[src/hw/tcs_pkg.sv]
// Package of constants shared by the temperature conversion sequencer files.
// Assumes a 100 MHz core clock and a result read port addressed by 8-bit offsets.

// =============================================================================
// Package
// =============================================================================
package tcs_pkg;

    // Clock period of core_clk in nanoseconds.
    localparam int CLK_PERIOD_NS = 10;

    // Integration windows in microseconds and their cycle counts.
    localparam int WINDOW_FAST_US = 62500;
    localparam int WINDOW_SLOW_US = 125000;
    localparam int WINDOW_FAST_CYC = (WINDOW_FAST_US * 1000) / CLK_PERIOD_NS;
    localparam int WINDOW_SLOW_CYC = (WINDOW_SLOW_US * 1000) / CLK_PERIOD_NS;

    // Register offsets of the result read port.
    localparam logic [7:0] OFS_LOCAL_INT = 8'h00;
    localparam logic [7:0] OFS_REMOTE_INT = 8'h01;
    localparam logic [7:0] OFS_REMOTE_FRAC = 8'h10;
    localparam logic [7:0] OFS_LOCAL_FRAC = 8'h11;

    // Configuration byte fields.
    localparam int CFG_HALT_BIT = 6;
    localparam int CFG_REMOTE_SEL_BIT = 3;

    // Lowest rate code that gives integer-only results.
    localparam logic [7:0] RATE_FAST_MIN = 8'h06;

    // Result layout: sign plus seven integer bits, then three fraction bits.
    localparam int RES_W = 11;
    localparam int FRAC_W = 3;
    localparam int FRAC_POS = 5;

    // Reset and fault patterns.
    localparam logic [7:0] RESULT_RESET = 8'h00;
    localparam logic [7:0] DIODE_FAULT_CODE = 8'h80;
    localparam logic [7:0] UNMAPPED_READ = 8'h00;

    // Channels the multiplexer can steer to.
    typedef enum logic [1:0] {
        TCS_CH_LOCAL,
        TCS_CH_REMOTE1,
        TCS_CH_REMOTE2
    } tcs_chan_t;

    // Sequencer states.
    typedef enum logic [1:0] {
        TCS_IDLE,
        TCS_MEASURE,
        TCS_COMMIT
    } tcs_state_t;

endpackage

[src/hw/tcs_sequencer.sv]
// Conversion sequencer with double-buffered results and over-temperature outputs.
// Assumes a front end on core_clk presenting the steered channel's result on meas_data_i.
//
// Function
// RULE_01: Integer results at offsets 00h and 01h, sign plus seven bits, 1 degree.
// RULE_02: Slow rates add three fraction bits at 11h and 10h, eighth degree.
// RULE_03: Each channel integrates for 62.5 ms or 125 ms depending on rate.
// RULE_04: Every sequence measures every channel, used or not, never skipping one.
// RULE_05: Sequences run repeatedly while halt is 0, or once per single-shot command.
// RULE_06: Channel order is remote 1, local, remote 1, remote 2.
// RULE_07: Busy flag is set exactly while a sequence is being performed.
// RULE_08: Readable results keep previous sequence values until the sequence ends.
// RULE_09: Each over-temperature output asserts while a result exceeds its threshold.
// RULE_10: Standby during a sequence aborts it and leaves results unchanged.
// RULE_11: Configuration bit 3 selects remote 1 or remote 2 for remote registers.
// RULE_12: Rate codes 06h and up give integer only; 05h and below add fraction.
// RULE_13: Remote diode fault loads 1000 0000 and sets the diode fault flag.
// RULE_14: At completion busy clears and all result registers update together.

`timescale 1ns/1ps

// =============================================================================
// Sequencer top
// =============================================================================
module tcs_sequencer #(
    parameter int WINDOW_FAST_CYC = tcs_pkg::WINDOW_FAST_CYC,
    parameter int WINDOW_SLOW_CYC = tcs_pkg::WINDOW_SLOW_CYC
) (
    input wire logic core_clk,
    input wire logic sys_rst,
    input wire logic [7:0] cfg_byte,
    input wire logic [7:0] rate_code,
    input wire logic oneshot_cmd,
    input wire logic hw_sleep_pin_n,
    input wire logic signed [7:0] ot1_limit,
    input wire logic signed [7:0] ot2_limit,
    input wire logic reg_rd_en,
    input wire logic [7:0] reg_addr,
    output logic [7:0] reg_rd_data,
    output logic reg_rd_valid,
    output logic [1:0] meas_chan_o,
    output logic meas_active_o,
    input wire logic [10:0] meas_data_i,
    input wire logic meas_fault_i,
    output logic busy_o,
    output logic diode_fault_r1_o,
    output logic diode_fault_r2_o,
    output logic overtemp_out_one_o,
    output logic overtemp_out_one_oe,
    output logic overtemp_out_two_o,
    output logic overtemp_out_two_oe
);

    // =========================================================================
    // Declarations
    // =========================================================================
    tcs_pkg::tcs_state_t state_reg, state_next;
    logic [1:0] step_reg;
    logic sleep_n_sync, sleep;
    logic halt, halt_q_reg, abort, start_go, oneshot_pend_reg;
    logic win_start, win_done, seq_fast_reg;
    logic [10:0] work_local_reg, work_r1_reg, work_r2_reg;
    logic fault_r1_reg, fault_r2_reg;
    logic [7:0] local_int_reg, r1_int_reg, r2_int_reg;
    logic [7:0] local_frac_reg, r1_frac_reg, r2_frac_reg;
    logic ot1_hit, ot2_hit;

    // Channel visited at each step of the sequence.
    function automatic tcs_pkg::tcs_chan_t chan_of(input logic [1:0] step);
        case (step)
            2'd1: chan_of = tcs_pkg::TCS_CH_LOCAL;
            2'd3: chan_of = tcs_pkg::TCS_CH_REMOTE2;
            default: chan_of = tcs_pkg::TCS_CH_REMOTE1; // [RULE_06]
        endcase
    endfunction

    // Integer byte from a result, forced to the fault code on a diode fault.
    function automatic logic [7:0] int_of(input logic [10:0] res, input logic flt);
        int_of = flt ? tcs_pkg::DIODE_FAULT_CODE : res[10:3]; // [RULE_01] [RULE_13]
    endfunction

    // Fraction byte, left aligned, zero at fast rates or on a fault.
    function automatic logic [7:0] frac_of(input logic [10:0] res, input logic flt,
                                           input logic fast);
        frac_of = (fast || flt) ? 8'h00 :
                  {res[tcs_pkg::FRAC_W-1:0], 5'h00}; // [RULE_02] [RULE_12]
    endfunction

    // True when a signed result exceeds the limit.
    function automatic logic above(input logic [7:0] val, input logic signed [7:0] lim);
        above = ($signed(val) > lim);
    endfunction

    // =========================================================================
    // Standby, halt and start control
    // =========================================================================
    tcs_sync2 #(
        .RESET_VAL(1'b1)
    ) u_sleep_sync (
        .core_clk(core_clk),
        .sys_rst(sys_rst),
        .async_in(hw_sleep_pin_n),
        .sync_out(sleep_n_sync)
    );

    // Hardware standby is the pin held low; a rising halt bit is software standby.
    assign sleep = ~sleep_n_sync;
    assign halt = cfg_byte[tcs_pkg::CFG_HALT_BIT];
    assign abort = (state_reg == tcs_pkg::TCS_MEASURE) && (sleep || (halt && !halt_q_reg));
    assign start_go = !sleep && (!halt || oneshot_pend_reg); // [RULE_05]

    // Remembers a single-shot command until a sequence takes it; a new command wins.
    always_ff @(posedge core_clk) begin
        if (sys_rst) begin
            oneshot_pend_reg <= 1'b0;
            halt_q_reg <= 1'b0;
        end else begin
            halt_q_reg <= halt;
            if (oneshot_cmd && !sleep) begin
                oneshot_pend_reg <= 1'b1; // [RULE_05]
            end else if (state_reg == tcs_pkg::TCS_IDLE && start_go) begin
                oneshot_pend_reg <= 1'b0;
            end
        end
    end

    // =========================================================================
    // Sequence state machine
    // =========================================================================
    always_comb begin
        state_next = state_reg;
        case (state_reg)
            tcs_pkg::TCS_IDLE: begin
                if (start_go) begin
                    state_next = tcs_pkg::TCS_MEASURE;
                end
            end
            tcs_pkg::TCS_MEASURE: begin
                if (abort) begin
                    state_next = tcs_pkg::TCS_IDLE; // [RULE_10]
                end else if (win_done && step_reg == 2'd3) begin
                    state_next = tcs_pkg::TCS_COMMIT; // [RULE_04]
                end
            end
            tcs_pkg::TCS_COMMIT: begin
                state_next = tcs_pkg::TCS_IDLE;
            end
            default: begin
                state_next = tcs_pkg::TCS_IDLE;
            end
        endcase
    end

    // Starts a window on entry and on every step except the last.
    assign win_start = (state_reg == tcs_pkg::TCS_IDLE && start_go) ||
                       (state_reg == tcs_pkg::TCS_MEASURE && win_done && !abort &&
                        step_reg != 2'd3);

    // Holds state, step, rate choice and the multiplexer outputs.
    always_ff @(posedge core_clk) begin
        if (sys_rst) begin
            state_reg <= tcs_pkg::TCS_IDLE;
            step_reg <= 2'd0;
            seq_fast_reg <= 1'b0;
            meas_chan_o <= 2'(tcs_pkg::TCS_CH_REMOTE1);
            meas_active_o <= 1'b0;
            busy_o <= 1'b0;
        end else begin
            state_reg <= state_next;
            meas_active_o <= (state_next == tcs_pkg::TCS_MEASURE);
            busy_o <= (state_next != tcs_pkg::TCS_IDLE); // [RULE_07] [RULE_14]
            if (state_reg == tcs_pkg::TCS_IDLE && start_go) begin
                step_reg <= 2'd0;
                seq_fast_reg <= (rate_code >= tcs_pkg::RATE_FAST_MIN); // [RULE_12]
                meas_chan_o <= 2'(chan_of(2'd0));
            end else if (win_start) begin
                step_reg <= step_reg + 2'd1; // [RULE_04] [RULE_06]
                meas_chan_o <= 2'(chan_of(step_reg + 2'd1));
            end
        end
    end

    tcs_window_timer #(
        .FAST_CYC(WINDOW_FAST_CYC),
        .SLOW_CYC(WINDOW_SLOW_CYC),
        .CNT_W(24)
    ) u_window (
        .core_clk(core_clk),
        .sys_rst(sys_rst),
        .start(win_start),
        .long_sel(state_reg == tcs_pkg::TCS_IDLE ? (rate_code < tcs_pkg::RATE_FAST_MIN)
                                                  : !seq_fast_reg), // [RULE_03]
        .abort(abort),
        .done(win_done)
    );

    // =========================================================================
    // Working and readable results
    // =========================================================================
    // Captures each window's result into the working set, invisible to reads.
    always_ff @(posedge core_clk) begin
        if (sys_rst) begin
            work_local_reg <= '0;
            work_r1_reg <= '0;
            work_r2_reg <= '0;
            fault_r1_reg <= 1'b0;
            fault_r2_reg <= 1'b0;
        end else if (state_reg == tcs_pkg::TCS_MEASURE && win_done && !abort) begin
            case (chan_of(step_reg))
                tcs_pkg::TCS_CH_LOCAL: begin
                    work_local_reg <= meas_data_i;
                end
                tcs_pkg::TCS_CH_REMOTE1: begin
                    work_r1_reg <= meas_data_i;
                    fault_r1_reg <= meas_fault_i; // [RULE_13]
                end
                default: begin
                    work_r2_reg <= meas_data_i;
                    fault_r2_reg <= meas_fault_i; // [RULE_13]
                end
            endcase
        end
    end

    // Copies the whole working set in one cycle at completion only.
    always_ff @(posedge core_clk) begin
        if (sys_rst) begin
            local_int_reg <= tcs_pkg::RESULT_RESET;
            r1_int_reg <= tcs_pkg::RESULT_RESET;
            r2_int_reg <= tcs_pkg::RESULT_RESET;
            local_frac_reg <= tcs_pkg::RESULT_RESET;
            r1_frac_reg <= tcs_pkg::RESULT_RESET;
            r2_frac_reg <= tcs_pkg::RESULT_RESET;
            diode_fault_r1_o <= 1'b0;
            diode_fault_r2_o <= 1'b0;
        end else if (state_reg == tcs_pkg::TCS_COMMIT) begin
            local_int_reg <= int_of(work_local_reg, 1'b0); // [RULE_08] [RULE_14]
            r1_int_reg <= int_of(work_r1_reg, fault_r1_reg);
            r2_int_reg <= int_of(work_r2_reg, fault_r2_reg);
            local_frac_reg <= frac_of(work_local_reg, 1'b0, seq_fast_reg);
            r1_frac_reg <= frac_of(work_r1_reg, fault_r1_reg, seq_fast_reg);
            r2_frac_reg <= frac_of(work_r2_reg, fault_r2_reg, seq_fast_reg);
            diode_fault_r1_o <= fault_r1_reg; // [RULE_13]
            diode_fault_r2_o <= fault_r2_reg;
        end
    end

    // =========================================================================
    // Read port and over-temperature outputs
    // =========================================================================
    // Answers a read one cycle later; the remote offsets follow the select bit.
    always_ff @(posedge core_clk) begin
        if (sys_rst) begin
            reg_rd_data <= tcs_pkg::UNMAPPED_READ;
            reg_rd_valid <= 1'b0;
        end else begin
            reg_rd_valid <= reg_rd_en;
            if (reg_rd_en) begin
                case (reg_addr)
                    tcs_pkg::OFS_LOCAL_INT: reg_rd_data <= local_int_reg; // [RULE_01]
                    tcs_pkg::OFS_REMOTE_INT: reg_rd_data <=
                        cfg_byte[tcs_pkg::CFG_REMOTE_SEL_BIT] ? r2_int_reg : r1_int_reg; // [RULE_11]
                    tcs_pkg::OFS_LOCAL_FRAC: reg_rd_data <= local_frac_reg; // [RULE_02]
                    tcs_pkg::OFS_REMOTE_FRAC: reg_rd_data <=
                        cfg_byte[tcs_pkg::CFG_REMOTE_SEL_BIT] ? r2_frac_reg : r1_frac_reg; // [RULE_11]
                    default: reg_rd_data <= tcs_pkg::UNMAPPED_READ;
                endcase
            end
        end
    end

    // Fault codes are excluded so a broken diode does not look cold or hot.
    assign ot1_hit = above(local_int_reg, ot1_limit) ||
                     (!diode_fault_r1_o && above(r1_int_reg, ot1_limit)) ||
                     (!diode_fault_r2_o && above(r2_int_reg, ot1_limit));
    assign ot2_hit = above(local_int_reg, ot2_limit) ||
                     (!diode_fault_r1_o && above(r1_int_reg, ot2_limit)) ||
                     (!diode_fault_r2_o && above(r2_int_reg, ot2_limit));

    // Open-drain outputs pull low while the temperature is above the limit.
    always_ff @(posedge core_clk) begin
        if (sys_rst) begin
            overtemp_out_one_o <= 1'b0;
            overtemp_out_two_o <= 1'b0;
            overtemp_out_one_oe <= 1'b0;
            overtemp_out_two_oe <= 1'b0;
        end else begin
            overtemp_out_one_o <= 1'b0;
            overtemp_out_two_o <= 1'b0;
            overtemp_out_one_oe <= ot1_hit; // [RULE_09]
            overtemp_out_two_oe <= ot2_hit; // [RULE_09]
        end
    end
endmodule // tcs_sequencer

[src/hw/tcs_sync2.sv]
// Two flip-flop synchroniser for one level from a pin.
// Assumes the input is asynchronous to core_clk.

`timescale 1ns/1ps

// =============================================================================
// Synchroniser
// =============================================================================
module tcs_sync2 #(
    parameter logic RESET_VAL = 1'b0
) (
    input wire logic core_clk,
    input wire logic sys_rst,
    input wire logic async_in,
    output logic sync_out
);

    logic meta_reg;

    // Only the second stage is read outside this module.
    always_ff @(posedge core_clk) begin
        if (sys_rst) begin
            meta_reg <= RESET_VAL;
            sync_out <= RESET_VAL;
        end else begin
            meta_reg <= async_in;
            sync_out <= meta_reg;
        end
    end

endmodule // tcs_sync2

[src/hw/tcs_window_timer.sv]
// Integration window timer: one start pulse gives one done pulse after the window.
// Assumes start and abort come from logic on core_clk.

`timescale 1ns/1ps

// =============================================================================
// Window timer
// =============================================================================
module tcs_window_timer #(
    parameter int FAST_CYC = 6250000,
    parameter int SLOW_CYC = 12500000,
    parameter int CNT_W = 24
) (
    input wire logic core_clk,
    input wire logic sys_rst,
    input wire logic start,
    input wire logic long_sel,
    input wire logic abort,
    output logic done
);

    // Refuse counts that the counter cannot hold.
    if (FAST_CYC < 2 || SLOW_CYC < 2 || SLOW_CYC >= (64'd1 << CNT_W)) begin : g_bad
        $error("tcs_window_timer: window counts do not fit the counter");
    end

    logic [CNT_W-1:0] cnt_reg;
    logic run_reg;

    // Counts down from the selected window length and pulses done at the end.
    always_ff @(posedge core_clk) begin
        if (sys_rst) begin
            cnt_reg <= '0;
            run_reg <= 1'b0;
            done <= 1'b0;
        end else if (abort) begin
            run_reg <= 1'b0;
            done <= 1'b0;
        end else if (start) begin
            cnt_reg <= long_sel ? CNT_W'(SLOW_CYC - 2) : CNT_W'(FAST_CYC - 2);
            run_reg <= 1'b1;
            done <= 1'b0;
        end else if (run_reg) begin
            done <= (cnt_reg == '0);
            run_reg <= (cnt_reg != '0);
            cnt_reg <= cnt_reg - CNT_W'(1);
        end else begin
            done <= 1'b0;
        end
    end

endmodule // tcs_window_timer

[config.mk]
export PLATFORM = sky130hd
export DESIGN_NAME = tcs_sequencer
export DESIGN_NICKNAME = d
export VERILOG_FILES = /design/src/hw/tcs_pkg.sv /design/src/hw/tcs_sequencer.sv /design/src/hw/tcs_sync2.sv /design/src/hw/tcs_window_timer.sv
export SDC_FILE = /design/constraint.sdc
export NUM_CORES = 1
export LEC_CHECK = 0
export ABC_CLOCK_PERIOD_IN_PS = 2000
export BUFFER_PORTS_ARGS = -buffer_cell sky130_fd_sc_hd__buf_2
export CORE_AREA = 2 2 177 127
export CTS_BUF_LIST = sky130_fd_sc_hd__clkbuf_4 sky130_fd_sc_hd__clkbuf_8 sky130_fd_sc_hd__clkbuf_16
export DETAILED_ROUTE_END_ITERATION = 8
export DIE_AREA = 0 0 179 129
export HOLD_SLACK_MARGIN = 0.02
export MAX_ROUTING_LAYER = met4
export RECOVER_POWER = 100
export SYNTH_ARGS = -nofsm -noshare
export SYNTH_HDL_FRONTEND = slang
export SYNTH_SLANG_ARGS = --single-unit
[constraint.sdc]
create_clock -name core_clk -period 2 [get_ports core_clk]
set_input_delay 0.4 -clock core_clk [delete_from_list [all_inputs] [get_ports core_clk]]
set_output_delay 0.4 -clock core_clk [all_outputs]
set_load 0.05 [all_outputs]
# ---- Word level (Yosys, flattened, before mapping)
# Index checks and enable logic that the tools add are counted.
# Widths: inputs -> output; s select.
dict set report word_totals {
  out_inout_bits 19
  ramBits 0
  in_bits 57
  wordCells 124
  reg_bits 135
  mem_bits_ro 0
  latch_bits 0
  n_memories 0
}
dict set report classes {
  n_reduce_logical 44
  mux 24
  mul 0
  n_eq_ne 12
  n_div 0
  shifts 0
  bitwise 4
  add_sub_neg 2
  n_lt_le_gt_ge 8
}
# op count
set op_table {}
lappend op_table {{$mux 24} 3}
lappend op_table {{$mux 8} 7}
lappend op_table {{$gt 8x8->1} 6}
lappend op_table {{$pmux 8 s4} 1}
lappend op_table {{$logic_not 24->1} 1}
lappend op_table {{$reduce_bool 24->1} 1}
lappend op_table {{$sub 24x1->24 const B} 1}
lappend op_table {{$eq 8x5->1 const B} 2}
lappend op_table {{$logic_and 1x1->1} 13}
lappend op_table {{$pmux 2 s2} 3}
lappend op_table {{$eq 2x1->1 const B} 5}
lappend op_table {{$mux 2} 5}
lappend op_table {{$logic_or 1x1->1} 9}
lappend op_table {{$eq 8x1->1 const B} 1}
lappend op_table {{$ge 8x3->1 const B} 1}
lappend op_table {{$logic_not 8->1} 1}
lappend op_table {{$lt 8x3->1 const B} 1}
lappend op_table {{$reduce_and 2->1} 4}
lappend op_table {{$eq 2x2->1 const B} 3}
lappend op_table {{$logic_not 1->1} 6}
lappend op_table {{$reduce_bool 2->1} 3}
lappend op_table {{$reduce_or 2->1} 3}
lappend op_table {{$mux 1} 5}
lappend op_table {{$logic_not 2->1} 2}
lappend op_table {{4 further kinds} 7}

# ---- Logic depth before layout (Yosys ltp)
dict set report logic_depth {
  depth_word 12
  ltp_mapped 8
  depth_no_buf 7
}

# ---- Cells and area by module
# From an unflattened synthesis, not the netlist that was laid out.
dict set report hier_totals {
  hier_cells 741
  area_unflattened_um2 6389.9
}
# module seq_area_each_um2 area_each_um2 cells_each instances
set by_module_without_submodules {}
lappend by_module_without_submodules {tcs_sequencer 1841.8 4820.9 554 1}
lappend by_module_without_submodules {tcs_window_timer 520.5 1516.5 183 1}
lappend by_module_without_submodules {tcs_sync2 40.0 52.6 4 1}

# ---- Worst setup path after synthesis
# OpenSTA, ideal clock, no wires.
dict set report synth_path {
  path_kind {register to register}
  from {register u_window.cnt_reg[0]}
  to {register u_window.cnt_reg[14]}
  setup_slack_ns 0.027
  setup_time_ns 0.133
  t_required_ns 1.867
  period_less_slack_ns 1.973
  t_arrival_ns 1.840
  path_buffers 0
  stages_incl_launch_ff 8
  path_cell_list {dfxtp_1 -> inv_1 -> ha_1 -> nor4b_1 -> nand2_1 -> or4_1 -> a21oi_2 -> o32ai_2}
}
dict set report synth_via {
  elab_chain_cells 3
}
# element line_no
set synth_lines {}
lappend synth_lines {{start, declared} tcs_window_timer.sv:27} ;# logic [CNT_W-1:0] cnt_reg;
lappend synth_lines {{start signal, assigned} tcs_window_timer.sv:40} ;# cnt_reg <= long_sel ? CNT_W'(SLOW_CYC - 2) : CNT_W'(FAST_CYC - 2);
lappend synth_lines {{start signal, assigned} tcs_window_timer.sv:46} ;# cnt_reg <= cnt_reg - CNT_W'(1);
lappend synth_lines {{$sub 24x1->24} tcs_window_timer.sv:46}
lappend synth_lines {{$mux 24} tcs_window_timer.sv:43} ;# end else if (run_reg) begin
lappend synth_lines {{$mux 24} tcs_window_timer.sv:39} ;# end else if (start) begin
# Every way passes these cells. The select of a mux whose other input is x is not followed.
# A chain may end at the register's enable or synchronous reset.

# ---- Final worst setup path
dict set report layout_path {
  from {register step_reg[1]}
  to {register u_window.cnt_reg[11]}
}
dict set report layout_via {
  elab_chain_cells 5
  word_cells_on_any_way 6
  cone_classes {1 x eq/ne; 1 x mux; 4 x reduce/logical}
}
# element line_no
set layout_lines {}
lappend layout_lines {{start, declared} tcs_sequencer.sv:58} ;# logic [1:0] step_reg;
lappend layout_lines {{start signal, assigned} tcs_sequencer.sv:177} ;# step_reg <= step_reg + 2'd1;
lappend layout_lines {{$ne 2x2->1 (*)} tcs_sequencer.sv:157} ;# step_reg != 2'd3);
lappend layout_lines {{$logic_and 1x1->1 (*)} tcs_sequencer.sv:156} ;# (state_reg == tcs_pkg::TCS_MEASURE && win_done && !abort &&
lappend layout_lines {{$logic_or 1x1->1 (*)} tcs_sequencer.sv:155} ;# assign win_start = (state_reg == tcs_pkg::TCS_IDLE && start_go) ||
lappend layout_lines {{$reduce_bool 2->1 (no line)} n/a}
lappend layout_lines {{$reduce_and 2->1 (no line)} n/a}
# Mark *: on every way between the ends. The rest lies on a longest branch, timed or not.

==> implementation parameters <==
Parameter                              Value

Routing
  Number of nets with antenna violations after detailed routing    0
  Vias per Instance    5.05
  First drt pass iteration count    5
  Detailed-route wire length per cell    16.5 um
  Sum of routed wire length over all layers    18,400 um
  Total via count after detailed routing    5,638
  DRT iter0 DRCs    440
  Residual DRC count    0

Hold path
  Class of the most critical hold timing path    input port to flop
  Capture endpoint of the worst hold path    u_sleep_sync.meta_reg
  Hold Path Origin    hw_sleep_pin_n
  Number of stages on the worst hold path    2

Power and ir drop
  Power per Cell Area    824 nW/um2
  Static leakage power    3.24 nW
  Power after layout    6.45 mW
  Worst-case vdd ir drop    0.000589 V

Setup path
  Biggest fanout along the worst timing path    8
  Critical path's slowest cell    or4_1
  Crit start category    flop
  Cell type group with the largest total delay on the critical path    simple AND/OR/NAND/NOR gates
  Reg-to-Reg End    u_window.cnt_reg[11]
  Setup slack of the worst register-to-register path    0.08 ns
  Maximum single-stage delay on the critical path    0.46 ns
  Cell-by-cell trace of the critical path    ha_2 > and4bb_1 > and3_4 > o31ai_4 > buf_12 > or4_1 > a31oi_1
  Crit. End Element    flop
  Beginning of the worst register-to-register path    step_reg[1]
  Path depth of the worst reg2reg path    7
  Worst Setup Path Type    flop to flop
  Critical path data arrival time    2.27 ns
  Critical path required time    2.35 ns
  Number of buffer and inverter instances along the worst setup path    1

Timing
  Setup Skew    0.00849 ns
  Achievable frequency    522 MHz
  Sum Neg Setup Slack    0 ns
  Final period util    95.9%
  Actual transition at the worst max-transition pin    0.692 ns
  Worst path setup slack after routing    0.0827 ns
  Max-slew headroom at the worst pin    54.1%
  Final setup violation count    0
  Total count of hold-check failures in the final report    0
  Fin Hold WS    0.188 ns
  Final Max Tran Viols    0
  Clock period minus final worst setup slack    1.92 ns

Logic synthesis
  Distinct cell type count of the synthesized netlist    66
  Cell accounting for the most synthesized area    dfxtp_1
  Post-synthesis instance total    726
  Share of flip-flops with an asynchronous set or reset after synthesis    0%
  Flip-flop and latch count after synthesis    120
  Number of flops mapped to enable cells by yosys    0
  Leading post-synthesis cells by instance count    dfxtp_1, nand2_1, a21oi_1, nor2_1, ha_1
  Mean cell area of the mapped netlist    8.76 um2
  Most common cell in the synthesized netlist    dfxtp_1
  Main area contributors after synthesis    dfxtp_1, ha_1, a21oi_1
  Yosys top cell area share    37.8%
  Sequential element share of the synthesized area    37.8%
  Yosys warns    0
  Top FF cell, synth    dfxtp_1
  Area of the mapped netlist    6360 um2

Placement
  Placement Setup Slack    0.00707 ns
  Count of input and output buffers    66
  Placed cell areas    7240 um2
  Post-detailed-placement half-perimeter wirelength    13,700 um
  Final estimated routing congestion in global placement    0.883

Die
  Total Die Area    23,100 um2
  I/O pin cnt    76
  Initial standard-cell utilization of the core    29.8%
  Core Box Area    21,300 um2
  Die boundary height    129 um
  Num rows    45
  Die Width    179 um

Global route
  Vias in the first global route    5,253
  Maximum number of pins on one net before global-route repair    44
  Global-route wire length before repair    28,600 um
  Grt total ovfl    0
  Initial antenna violation count    0
  Total global-route track usage    16.8%

Clocking
  CTS Buf Count    17
  Clock latency reported for the late side of the worst-skew pair    0.42 ns
  Clock Tree Root    clkbuf_16
  Clock-pin slew on the worst setup and hold paths    0.06 ns
  CTS tree    done
  Number of buffers inserted by hold repair at cts    0
  CTS H-Tree Depth    4
  Sink count of the clock tree    120
  Worst-case clock buffer depth    2

Finish
  Area of all placed cells without fillers    7820 um2
  Net count of the finished layout    933
  Signed area change from the synthesized netlist to the final layout    23.0%
  Diodes inserted    0
  Number of flip-flops under the largest register name    24
  Layout cells sized above 1    18.2%

Run
  # Max-Cap Violations    0

Status
  Run status    finished, final reports clean
how the worst max path moves through the flow:
stage / startpoint / to / slack [ns] / depth (start not counted)
floorplan: u_window.cnt_reg[0] / u_window.cnt_reg[14] / 0.03 / 7
global route: step_reg[1] / u_window.cnt_reg[18] / -0.004 / 7
global placement: step_reg[0] / u_window.cnt_reg[11] / 0.05 / 7
CTS: step_reg[0] / u_window.cnt_reg[11] / 0.02 / 7
finish: step_reg[1] / u_window.cnt_reg[11] / 0.08 / 7
detailed placement: step_reg[0] / u_window.cnt_reg[11] / 0.007 / 7
where the power goes:
group / total, mW / internal (mW) / switching [mW]
Clock: 2.80 / 1.62 / 1.19
Combinational: 1.07 / 0.453 / 0.618
Sequential: 2.57 / 2.48 / 0.0911
cells in the final DEF (no fill, tap or decap), types with 16 or more instances in the layout:
master / count
buf_4: 35
nand3b_1: 18
nand2_1: 77
nor2_1: 63
ha_1: 54
clkbuf_1: 22
inv_1: 37
nand4_1: 16
clkbuf_16: 19
buf_2: 47
dfxtp_1: 118
a21oi_1: 63
mux2i_1: 30
per-stage QoR:
stage	instances	util [%]
floorplan	727	-
global placement	1082	33.9
detailed placement	1082	33.9
CTS	1114	36.5
global route	1116	36.6
finish	1116	36.6
cells by family after synthesis:
group | synth area share (%)
AO/OA/AOI/OAI | 20.2
XOR/XNOR | 0.276
adder cells (fa/ha/maj) | 10.8
buffers and inverters | 4.92
flip-flops | 37.8
multiplexers | 4.72
other | 0.0590
AND/OR/NAND/NOR | 21.2
timing repair:
action	CTS	global route
resized for setup	0	9
buffers inserted	0	1
endpoints found under the setup margin	0	19
worst register-to-register path, delay by kind of cell (launching register included):
family | cells | cell delay [ns]
compound gates | 2 | 0.23
buf+inv | 1 | 0.17
simple gates | 3 | 0.95
fa+ha+maj | 1 | 0.17
flops | 1 | 0.32
area by class of cell:
cell class                      instances  area (um2)
Inverter                               37         139
Fill cell                            2170       13500
Clock buffer                           19         440
Sequential cell                       120        2400
Timing Repair Buffer                  112         706
Clock inverter                         13        96.3
Tap cell                              282         353
Multi-Input combinational cell        533        3680
routing by layer:
metal | vias to the layer above | part of all wire (%) | GRT usage, %
met5 | - | 0 | -
met4 | 0 | 0.82 | 4.45
met3 | 10 | 6.0 | 3.63
met2 | 137 | 37 | 21.3
met1 | 2646 | 56 | 25.8
li1 | 2845 | - | -
(Power assumes the default switching activity.)
